<file path="config.mk">
export PLATFORM = sky130hd
export DESIGN_NAME = olr_limit_regs
export DESIGN_NICKNAME = d
export VERILOG_FILES = /design/src/olr_pkg.sv /design/src/olr_limit_regs.sv
export SDC_FILE = /design/constraint.sdc
export NUM_CORES = 1
export LEC_CHECK = 0
export ABC_AREA = 1
export BUFFER_PORTS_ARGS = -buffer_cell sky130_fd_sc_hd__buf_2
export CELL_PAD_IN_SITES_DETAIL_PLACEMENT = 0
export CELL_PAD_IN_SITES_GLOBAL_PLACEMENT = 1
export CORE_MARGIN = 2
export CORE_UTILIZATION = 25
export CTS_CLUSTER_SIZE = 25
export DETAILED_ROUTE_END_ITERATION = 8
export PLACE_DENSITY_LB_ADDON = 0.1
export SLEW_MARGIN = 20
export SYNTH_ARGS = -nofsm -noshare
export SYNTH_HDL_FRONTEND = slang
export SYNTH_SLANG_ARGS = --single-unit
</file>
<file path="constraint.sdc">
create_clock -name CLK -period 2.84 [get_ports CLK]
set_input_delay 0 -clock CLK [delete_from_list [all_inputs] [get_ports CLK]]
set_output_delay 0 -clock CLK [all_outputs]
set_load 0.005 [all_outputs]
</file>
<file path="src/olr_pkg.sv">
/*
 * Package for the reverse-output current limit and input-voltage
 * threshold register pair: byte addresses, field layout, reset values.
 * Assumes a byte-wide register port decoded by the serial slave outside.
 */
package olr_pkg;
    // ==========================================================
    // Byte addresses
    localparam logic [7:0] CUR_ADDR_LO = 8'h08;
    localparam logic [7:0] CUR_ADDR_HI = 8'h09;
    localparam logic [7:0] VTH_ADDR_LO = 8'h0A;
    localparam logic [7:0] VTH_ADDR_HI = 8'h0B;
    // ==========================================================
    // Field layout
    localparam int CUR_W = 7;
    localparam int VTH_W = 8;
    localparam logic [7:0] CUR_HI_RSVD = 8'h80;
    localparam logic [7:0] VTH_HI_RSVD = 8'hC0;
    localparam int VTH_LO_POS = 6;
    // ==========================================================
    // Reset values and scaling
    localparam logic [15:0] CUR_RESET = 16'h3C00;
    localparam logic [15:0] VTH_OFFSET_MV = 16'h0C80;
    localparam logic [15:0] VTH_DEFAULT_DROP_MV = 16'h0500;
    localparam logic [15:0] VTH_LSB_MV = 16'h0040;
    localparam logic [15:0] CUR_LSB_MA = 16'h0064;
endpackage

</file>
<file path="src/olr_limit_regs.sv">
/*
 * Register pair holding the reverse-output current limit and the input
 * voltage threshold, with the regulation-mode compare.
 * Assumes a serial slave outside gives one-cycle byte write and read
 * strobes with an address, and an ADC gives input voltage in mV.
 */
// Summary of operation
// Current limit is seven binary-weighted bits, 100 mA to 6400 mA.
// Host keeps reserved upper bits zero; a one makes the write invalid.
// Unused low-byte bits are ignored on write.
// Current limit register reads 3C00h after reset.
// Threshold is eight bits split over both bytes, 64 mV to 8192 mV.
// Effective threshold is field value plus fixed 3.2 V offset.
// Input below threshold enters regulation mode and cuts charge current.
// Default threshold sits 1.28 V below no-load bus voltage.
// Host writes threshold as one 16-bit command, both byte addresses.
// Out-of-range or invalid writes are ignored; previous value kept.
// Reads return last accepted value, reserved bits read zero.
`timescale 1ns/1ps
`default_nettype none
module olr_limit_regs
(
    // Clock and reset
    input wire logic CLK,
    input wire logic RST,
    // Byte register port
    input wire logic [7:0] ADDR,
    input wire logic [7:0] WDATA,
    input wire logic WR_STB,
    input wire logic RD_STB,
    output logic [7:0] RDATA,
    // Analog side, millivolts
    input wire logic [15:0] VBUS_NOLOAD_MV,
    input wire logic [15:0] VIN_MV,
    // Limits and regulation
    output logic [15:0] REVERSE_OUTPUT_CURRENT_LIMIT_MA,
    output logic [15:0] INPUT_VOLTAGE_THRESHOLD_MV,
    output logic INPUT_VOLTAGE_REGULATION_MODE,
    output logic CHARGE_CURRENT_REDUCE
);
    import olr_pkg::*;

    // ==========================================================
    // State
    logic [CUR_W-1:0] cur_code;
    logic [CUR_W-1:0] next_cur_code;
    logic [VTH_W-1:0] vth_code;
    logic [VTH_W-1:0] next_vth_code;
    logic [1:0] vth_lo_pend;
    logic [1:0] next_vth_lo_pend;
    logic vth_default;
    logic next_vth_default;
    logic [7:0] rdata;
    logic [7:0] next_rdata;
    logic regmode;
    logic next_regmode;
    logic [15:0] vth_mv;
    logic [15:0] def_mv;
    logic [15:0] cur_ma;
    logic [15:0] code_mv;
    logic [15:0] cur_part [CUR_W];
    logic [15:0] vth_part [VTH_W];
    logic wr_cur_hi;
    logic wr_cur_lo;
    logic wr_vth_lo;
    logic wr_vth_hi;
    logic cur_hi_ok;
    logic vth_hi_ok;

    // ==========================================================
    // Write decode
    assign wr_cur_hi = WR_STB && (ADDR == CUR_ADDR_HI);
    assign wr_cur_lo = WR_STB && (ADDR == CUR_ADDR_LO);
    assign wr_vth_lo = WR_STB && (ADDR == VTH_ADDR_LO);
    assign wr_vth_hi = WR_STB && (ADDR == VTH_ADDR_HI);
    // A one in a reserved upper bit voids the whole write
    assign cur_hi_ok = ((WDATA & CUR_HI_RSVD) == 8'h00);
    assign vth_hi_ok = ((WDATA & VTH_HI_RSVD) == 8'h00);

    // ==========================================================
    // Current limit register
    always_comb begin
        next_cur_code = cur_code;
        if (wr_cur_hi && cur_hi_ok) begin
            next_cur_code = WDATA[CUR_W-1:0];
        end
        // Low byte holds no field; its data is dropped
        if (wr_cur_lo) begin
            next_cur_code = cur_code;
        end
    end

    always_ff @(posedge CLK) begin
        if (RST) begin
            cur_code <= CUR_RESET[8 +: CUR_W];
        end else begin
            cur_code <= next_cur_code;
        end
    end

    // ==========================================================
    // Threshold register
    always_comb begin
        next_vth_code = vth_code;
        next_vth_lo_pend = vth_lo_pend;
        next_vth_default = vth_default;
        if (wr_vth_lo) begin
            // Held until the upper byte completes the word
            next_vth_lo_pend = WDATA[7:VTH_LO_POS];
        end
        if (wr_vth_hi && vth_hi_ok) begin
            next_vth_code = {WDATA[5:0], vth_lo_pend};
            next_vth_default = 1'b0;
        end
    end

    always_ff @(posedge CLK) begin
        if (RST) begin
            vth_code <= 8'h00;
            vth_lo_pend <= 2'b00;
            vth_default <= 1'b1;
        end else begin
            vth_code <= next_vth_code;
            vth_lo_pend <= next_vth_lo_pend;
            vth_default <= next_vth_default;
        end
    end

    // ==========================================================
    // Binary weights, one term per field bit
    for (genvar i = 0; i < CUR_W; i++) begin : g_cur_bit
        assign cur_part[i] = cur_code[i]
            ? (CUR_LSB_MA << i) : 16'h0000;
    end

    for (genvar j = 0; j < VTH_W; j++) begin : g_vth_bit
        assign vth_part[j] = vth_code[j]
            ? (VTH_LSB_MV << j) : 16'h0000;
    end

    // ==========================================================
    // Field values in mA and mV
    always_comb begin
        cur_ma = 16'h0000;
        for (int k = 0; k < CUR_W; k++) begin
            cur_ma = cur_ma + cur_part[k];
        end
    end

    always_comb begin
        code_mv = 16'h0000;
        for (int k = 0; k < VTH_W; k++) begin
            code_mv = code_mv + vth_part[k];
        end
    end

    // ==========================================================
    // Threshold in mV
    always_comb begin
        // Default follows the bus, floored at the offset
        if (VBUS_NOLOAD_MV > VTH_OFFSET_MV + VTH_DEFAULT_DROP_MV) begin
            def_mv = VBUS_NOLOAD_MV - VTH_DEFAULT_DROP_MV;
        end else begin
            def_mv = VTH_OFFSET_MV;
        end
        if (vth_default) begin
            vth_mv = def_mv;
        end else begin
            vth_mv = VTH_OFFSET_MV + code_mv;
        end
    end

    // ==========================================================
    // Read data, held until the next read strobe
    always_comb begin
        next_rdata = rdata;
        if (RD_STB) begin
            unique case (ADDR)
                CUR_ADDR_HI: begin
                    next_rdata = {1'b0, cur_code};
                end
                CUR_ADDR_LO: begin
                    next_rdata = 8'h00;
                end
                VTH_ADDR_HI: begin
                    next_rdata = {2'b00, vth_code[7:2]};
                end
                VTH_ADDR_LO: begin
                    next_rdata = {vth_code[1:0], 6'h00};
                end
                default: begin
                    next_rdata = 8'h00;
                end
            endcase
        end
    end

    always_ff @(posedge CLK) begin
        if (RST) begin
            rdata <= 8'h00;
        end else begin
            rdata <= next_rdata;
        end
    end

    // ==========================================================
    // Input-voltage regulation compare
    always_comb begin
        // Input below the threshold sets regulation mode
        next_regmode = (VIN_MV < vth_mv);
    end

    always_ff @(posedge CLK) begin
        if (RST) begin
            regmode <= 1'b0;
        end else begin
            regmode <= next_regmode;
        end
    end

    // ==========================================================
    // Outputs
    assign RDATA = rdata;
    assign REVERSE_OUTPUT_CURRENT_LIMIT_MA = cur_ma;
    assign INPUT_VOLTAGE_THRESHOLD_MV = vth_mv;
    assign INPUT_VOLTAGE_REGULATION_MODE = regmode;
    // Charge current is cut for as long as regulation holds
    assign CHARGE_CURRENT_REDUCE = regmode;
endmodule // olr_limit_regs
`default_nettype wire

</file>
Word-level counts from Yosys, hierarchy flattened. Cells that the tools add are included.

Register bits: 27. Input bits: 52. Output and inout port bits: 42. Logic and storage cells: 55.

$add $sub $neg: 15. $lt $le $gt $ge: 2. Eq/ne operators: 4. Multiplexer cells: 18. Bitwise operators: 1. Reduce and logical (&&, ||, !) cells: 9.

Operator list (number): 8-bit by 4-bit equality test with 1-bit output (second input constant) (4); 16-bit two-way mux (2); 13-bit by 13-bit adder with 14-bit output (2); 12-bit by 12-bit adder with 13-bit output (2); 13-bit two-way mux (2); 11-bit by 11-bit adder with 12-bit output (2); 12-bit two-way mux (2); 8-bit case mux with 3 select lines (1); 10-bit by 10-bit adder with 11-bit output (2); 11-bit two-way mux (2); 9-bit by 9-bit adder with 10-bit output (2); 10-bit two-way mux (2); 7-bit by 8-bit adder with 9-bit output (2); 9-bit two-way mux (2); 12-bit by 15-bit adder with 16-bit output (first input constant) (1); 16-bit by 13-bit > comparator with 1-bit output (second input constant) (1); 8-bit logical NOT (2); 16-bit less-than comparator (1); 8-bit two-way mux (2); 16-bit by 11-bit subtractor with 16-bit output (second input constant) (1); 14-bit by 14-bit adder with 15-bit output (1); 14-bit two-way mux (1); 7-bit two-way mux (2); 1-bit logical AND (6); 2 further kinds (2).

Longest topological paths before layout.
Word-level depth: 11. Mapped depth: 17. Mapped depth without buffers: 17.

Worst setup path after synthesis. No wires, ideal clock.

Kind: flip-flop to output port. Start point: register cur_code[0]. End point: output port REVERSE_OUTPUT_CURRENT_LIMIT_MA[12]. Arrival: 2.075 ns. Required time: 2.840 ns. Slack: 0.765 ns. Stages on the path, launching flop included: 10. Buffers on the path: 0. Cells stage by stage: dfxtp_1 > fa_1 > ha_1 > inv_1 > fa_1 > o21ai_0 > a21oi_1 > nor2_1 > nor2_1 > xnor2_1.

Cells in the longest elaborated chain, start to end: 7.

RTL lines: start, declared (line olr_limit_regs.sv:45) `logic [CUR_W-1:0] cur_code;`; start signal, assigned (line olr_limit_regs.sv:95) `cur_code <= CUR_RESET[8 +: CUR_W];`; start signal, assigned (line olr_limit_regs.sv:97) `cur_code <= next_cur_code;`; 7-bit two-way mux (line olr_limit_regs.sv:133) `? (CUR_LSB_MA << i) : 16'h0000;`; 7-bit by 8-bit adder with 9-bit output (line olr_limit_regs.sv:146) `cur_ma = cur_ma + cur_part[k];`; 9-bit by 9-bit adder with 10-bit output (line olr_limit_regs.sv:146); 10-bit by 10-bit adder with 11-bit output (line olr_limit_regs.sv:146); 11-bit by 11-bit adder with 12-bit output (line olr_limit_regs.sv:146); 12-bit by 12-bit adder with 13-bit output (line olr_limit_regs.sv:146); 13-bit by 13-bit adder with 14-bit output (line olr_limit_regs.sv:146); end, declared (line olr_limit_regs.sv:36) `output logic [15:0] REVERSE_OUTPUT_CURRENT_LIMIT_MA,`.

No other way between the ends.

Worst setup path in the final report. Ends and elaborated chain as after synthesis.

==> results.sh <==
export IMPL_cap_viol_max_count=0
export IMPL_status="complete, no violations"
export IMPL_maxSlewViolCount=0
export IMPL_start_kind="flip-flop"
export IMPL_place_congestion=0.811
export IMPL_post_place_ws_ns=0.522
export IMPL_htree_levels=1
export IMPL_start_util_pct=25.9
export IMPL_critPathLaunch="cur_code[0]"
export IMPL_fp_dieW_um=102
export IMPL_postLayoutCoreUtil_pct=32.5
export IMPL_synthDominantCellAreaShare_pct=22.6
export IMPL_clock_fmax_mhz=400
export IMPL_wl_per_cell_um=11.9
export IMPL_grt_max_degree=19
export IMPL_clk_latency_ns=0.27
export IMPL_nFillCells=1047
export IMPL_fin_nets=511
export IMPL_drt_iter0_markers=56
export IMPL_finalCritPeriodShare_pct=88.1
export IMPL_remaining_drc_errors=0
export IMPL_die_area_um2=10400
export IMPL_worstSetupEndpointType="primary output"
export IMPL_cts_tree="built"
export IMPL_core_area_um2=9240
export IMPL_dr_pass1_iters=4
export IMPL_dp_hpwl_um=5680
export IMPL_fin_setup_tns_ns=0
export IMPL_std_cell_rows=35
export IMPL_drive_gt1_share_pct=25.0
export IMPL_hold_class="in -> reg"
export IMPL_cts_sinks=27
export IMPL_ioPinCount=94
export IMPL_power_density_nw_per_um2=269
export IMPL_port_buffer_count=89
export IMPL_via_count=2346
export IMPL_overflow=0
export IMPL_required_ns=2.84
export IMPL_synth_warnings=0
export IMPL_synth_area_um2=2390
export IMPL_irDropWorstVdd_v=0.000130
export IMPL_wl_met2_um=3110
export IMPL_hp_start="WDATA[0]"
export IMPL_cp_arrival_ns=2.50
export IMPL_p_leak_nw=1.48
export IMPL_setup_viol=0
export IMPL_synth_area_leaders="dfxtp_1 (23%), ha_1 (16%), nand2_1 (9.7%), inv_1 (9.3%), a21oi_1 (5.4%)"
export IMPL_via_per_inst=4.24
export IMPL_cp_max_fo=4
export IMPL_dr_wl_met3_um=278
export IMPL_first_global_vias=2365
export IMPL_drt_met1_wl_um=3140
export IMPL_min_period_ns=2.50
export IMPL_post_synth_top_area_cell="dfxtp_1"
export IMPL_antenna_found_initial=0
export IMPL_grt_pass1_wl_um=10900
export IMPL_drt_total_wl_um=6570
export IMPL_rsz0062_at_grt="no"
export IMPL_ys_seq_elements=27
export IMPL_synth_seq_area_share_pct=22.6
export IMPL_top_layer_used="met4"
export IMPL_clockRootBuffer="clkbuf_8"
export IMPL_crit_type="reg -> out"
export IMPL_dieHeight_um=102
export IMPL_synthDistinctLibCells=41
export IMPL_numCtsBuffers=3
export IMPL_avgSynthCellArea_um2=7.05
export IMPL_setup_ws_ns=0.337
export IMPL_num_antenna_cells=0
export IMPL_relSlewSlack_pct=55.4
export IMPL_area_growth_pct=25.5
export IMPL_final_antenna_net_count=0
export IMPL_synthCells=339
export IMPL_worst_pin_slew_ns=0.665
export IMPL_path_clk_slew_ns=0.09
export IMPL_grt_total_usage_pct=13.1
export IMPL_clock_skew_ns=0.000988
export IMPL_final_hold_violation_count=0
export IMPL_r2r_start="vth_default"
export IMPL_cts_buffer_depth=2
-- final timing paths --
check / end / slack (ns) / cells after the start
setup reg to reg: CHARGE_CURRENT_REDUCE / 0.60 / 10
hold / removal: cur_code[0] / 0.03 / 3
hold reg to reg: vth_lo_pend[0] / 0.46 / 2
setup / recovery: REVERSE_OUTPUT_CURRENT_LIMIT_MA[12] / 0.34 / 10
-- final cells by class --
type / count / area, µm² / share of cell area [%]
multi-input combinational: 236 / 1530 / 50.9
inverter: 64 / 240 / 8.01
clock buffer: 4 / 45.0 / 1.50
sequential: 27 / 541 / 18.0
tap: 129 / 161 / 5.38
timing repair buffer: 93 / 485 / 16.2
-- per-layer routing --
| metal | track usage, % | vias to the layer above |
|---|---|---|
| li1 | - | 1272 |
| met1 | 17.0 | 1013 |
| met2 | 23.4 | 57 |
| met3 | 1.52 | 4 |
| met4 | 2.49 | 0 |
| met5 | 0 | - |
-- cells by family (layout without fill, tap and decap cells) --
| logic type | count (synthesis) | count (layout) | synth area share [%] |
|---|---|---|---|
| AND/OR/NAND/NOR | 126 | 126 | 24.6 |
| buffers and inverters | 79 | 161 | 13.9 |
| flip-flops | 27 | 27 | 22.6 |
| XOR/XNOR | 10 | 10 | 3.66 |
| other | 1 | 4 | 0.157 |
| adder cells (fa/ha/maj) | 34 | 34 | 19.1 |
| AO/OA/AOI/OAI | 62 | 62 | 16.0 |
-- flip-flops by register name (all words and copies together), names as in the netlist --
name and count:
RDATA 8, vth_code 8, cur_code 7, vth_lo_pend 2, CHARGE_CURRENT_REDUCE 1, vth_default 1
-- cell usage after synthesis (all sizes together) --
| cell type | number |
|---|---|
| o2111ai | 1 |
| o21bai | 1 |
| a21oi | 26 |
| nor3 | 12 |
| xor2 | 6 |
| nor4 | 6 |
| o211ai | 4 |
| o21ai | 12 |
| clkinv | 1 |
| a21boi | 1 |
| nand3 | 6 |
| nand4 | 5 |
| dfxtp | 27 |
| o21a | 1 |
| a211oi | 3 |
| o22ai | 7 |
| inv | 63 |
| ha | 30 |
| fa | 4 |
| a32oi | 2 |
| nor2 | 34 |
| clkbuf | 3 |
| xnor2 | 4 |
| a22oi | 1 |
| buf | 12 |
| nand2 | 63 |
| conb | 1 |
| o32ai | 3 |
-- per-stage QoR --
stage               hold WS (ns)  instance area [µm²]  cells  total power, W
floorplan                  0.105                 2400    342        0.000508
global placement           0.265                 2920    545        0.000594
detailed placement         0.266                 2920    545        0.000594
CTS                       0.0244                 3000    553        0.000823
global route              0.0529                 3000    553        0.000869
finish                    0.0266                 3000    553        0.000809
-- repair_timing --
item,CTS,global route
hold buffers,4,0
gates resized for setup,0,1
hold endpoints to repair,4,0
buffers inserted,0,0
endpoints found under the setup margin,0,1
-- power breakdown --
| group | internal (W) | leakage, nW | switching, W |
|---|---|---|---|
| Clock | 0.000101 | 0.0228 | 0.000122 |
| Combinational | 0.0000915 | 1.24 | 0.000113 |
| Sequential | 0.000380 | 0.218 | 0.00000106 |
| Total | 0.000572 | 1.48 | 0.000236 |
-- worst max-delay path, stage by stage (launching register included) --
cell	delay, ns
dfxtp_1	0.36
fa_1	0.55
ha_1	0.17
inv_1	0.05
fa_1	0.41
o21ai_1	0.22
a21oi_1	0.09
nor2_1	0.09
nor2_1	0.05
xnor2_1	0.11
buf_2	0.13
-- cells in the final DEF, fill, tap and decap left out, types with 3 or more instances in the layout --
| cell type | count |
|---|---|
| inv_1 | 59 |
| o211ai_1 | 4 |
| a21oi_1 | 26 |
| conb_1 | 4 |
| nor2_1 | 31 |
| nor3_1 | 11 |
| inv_2 | 4 |
| clkbuf_8 | 3 |
| dfxtp_1 | 27 |
| nor4_1 | 6 |
| buf_2 | 89 |
| o21ai_0 | 11 |
| nand3_1 | 5 |
| xor2_1 | 6 |
| nand2_1 | 62 |
| fa_1 | 4 |
| dlygate4sd3_1 | 4 |
| ha_1 | 30 |
| xnor2_1 | 4 |
| o22ai_1 | 7 |
| nand4_1 | 3 |
(Power assumes the default switching activity.)
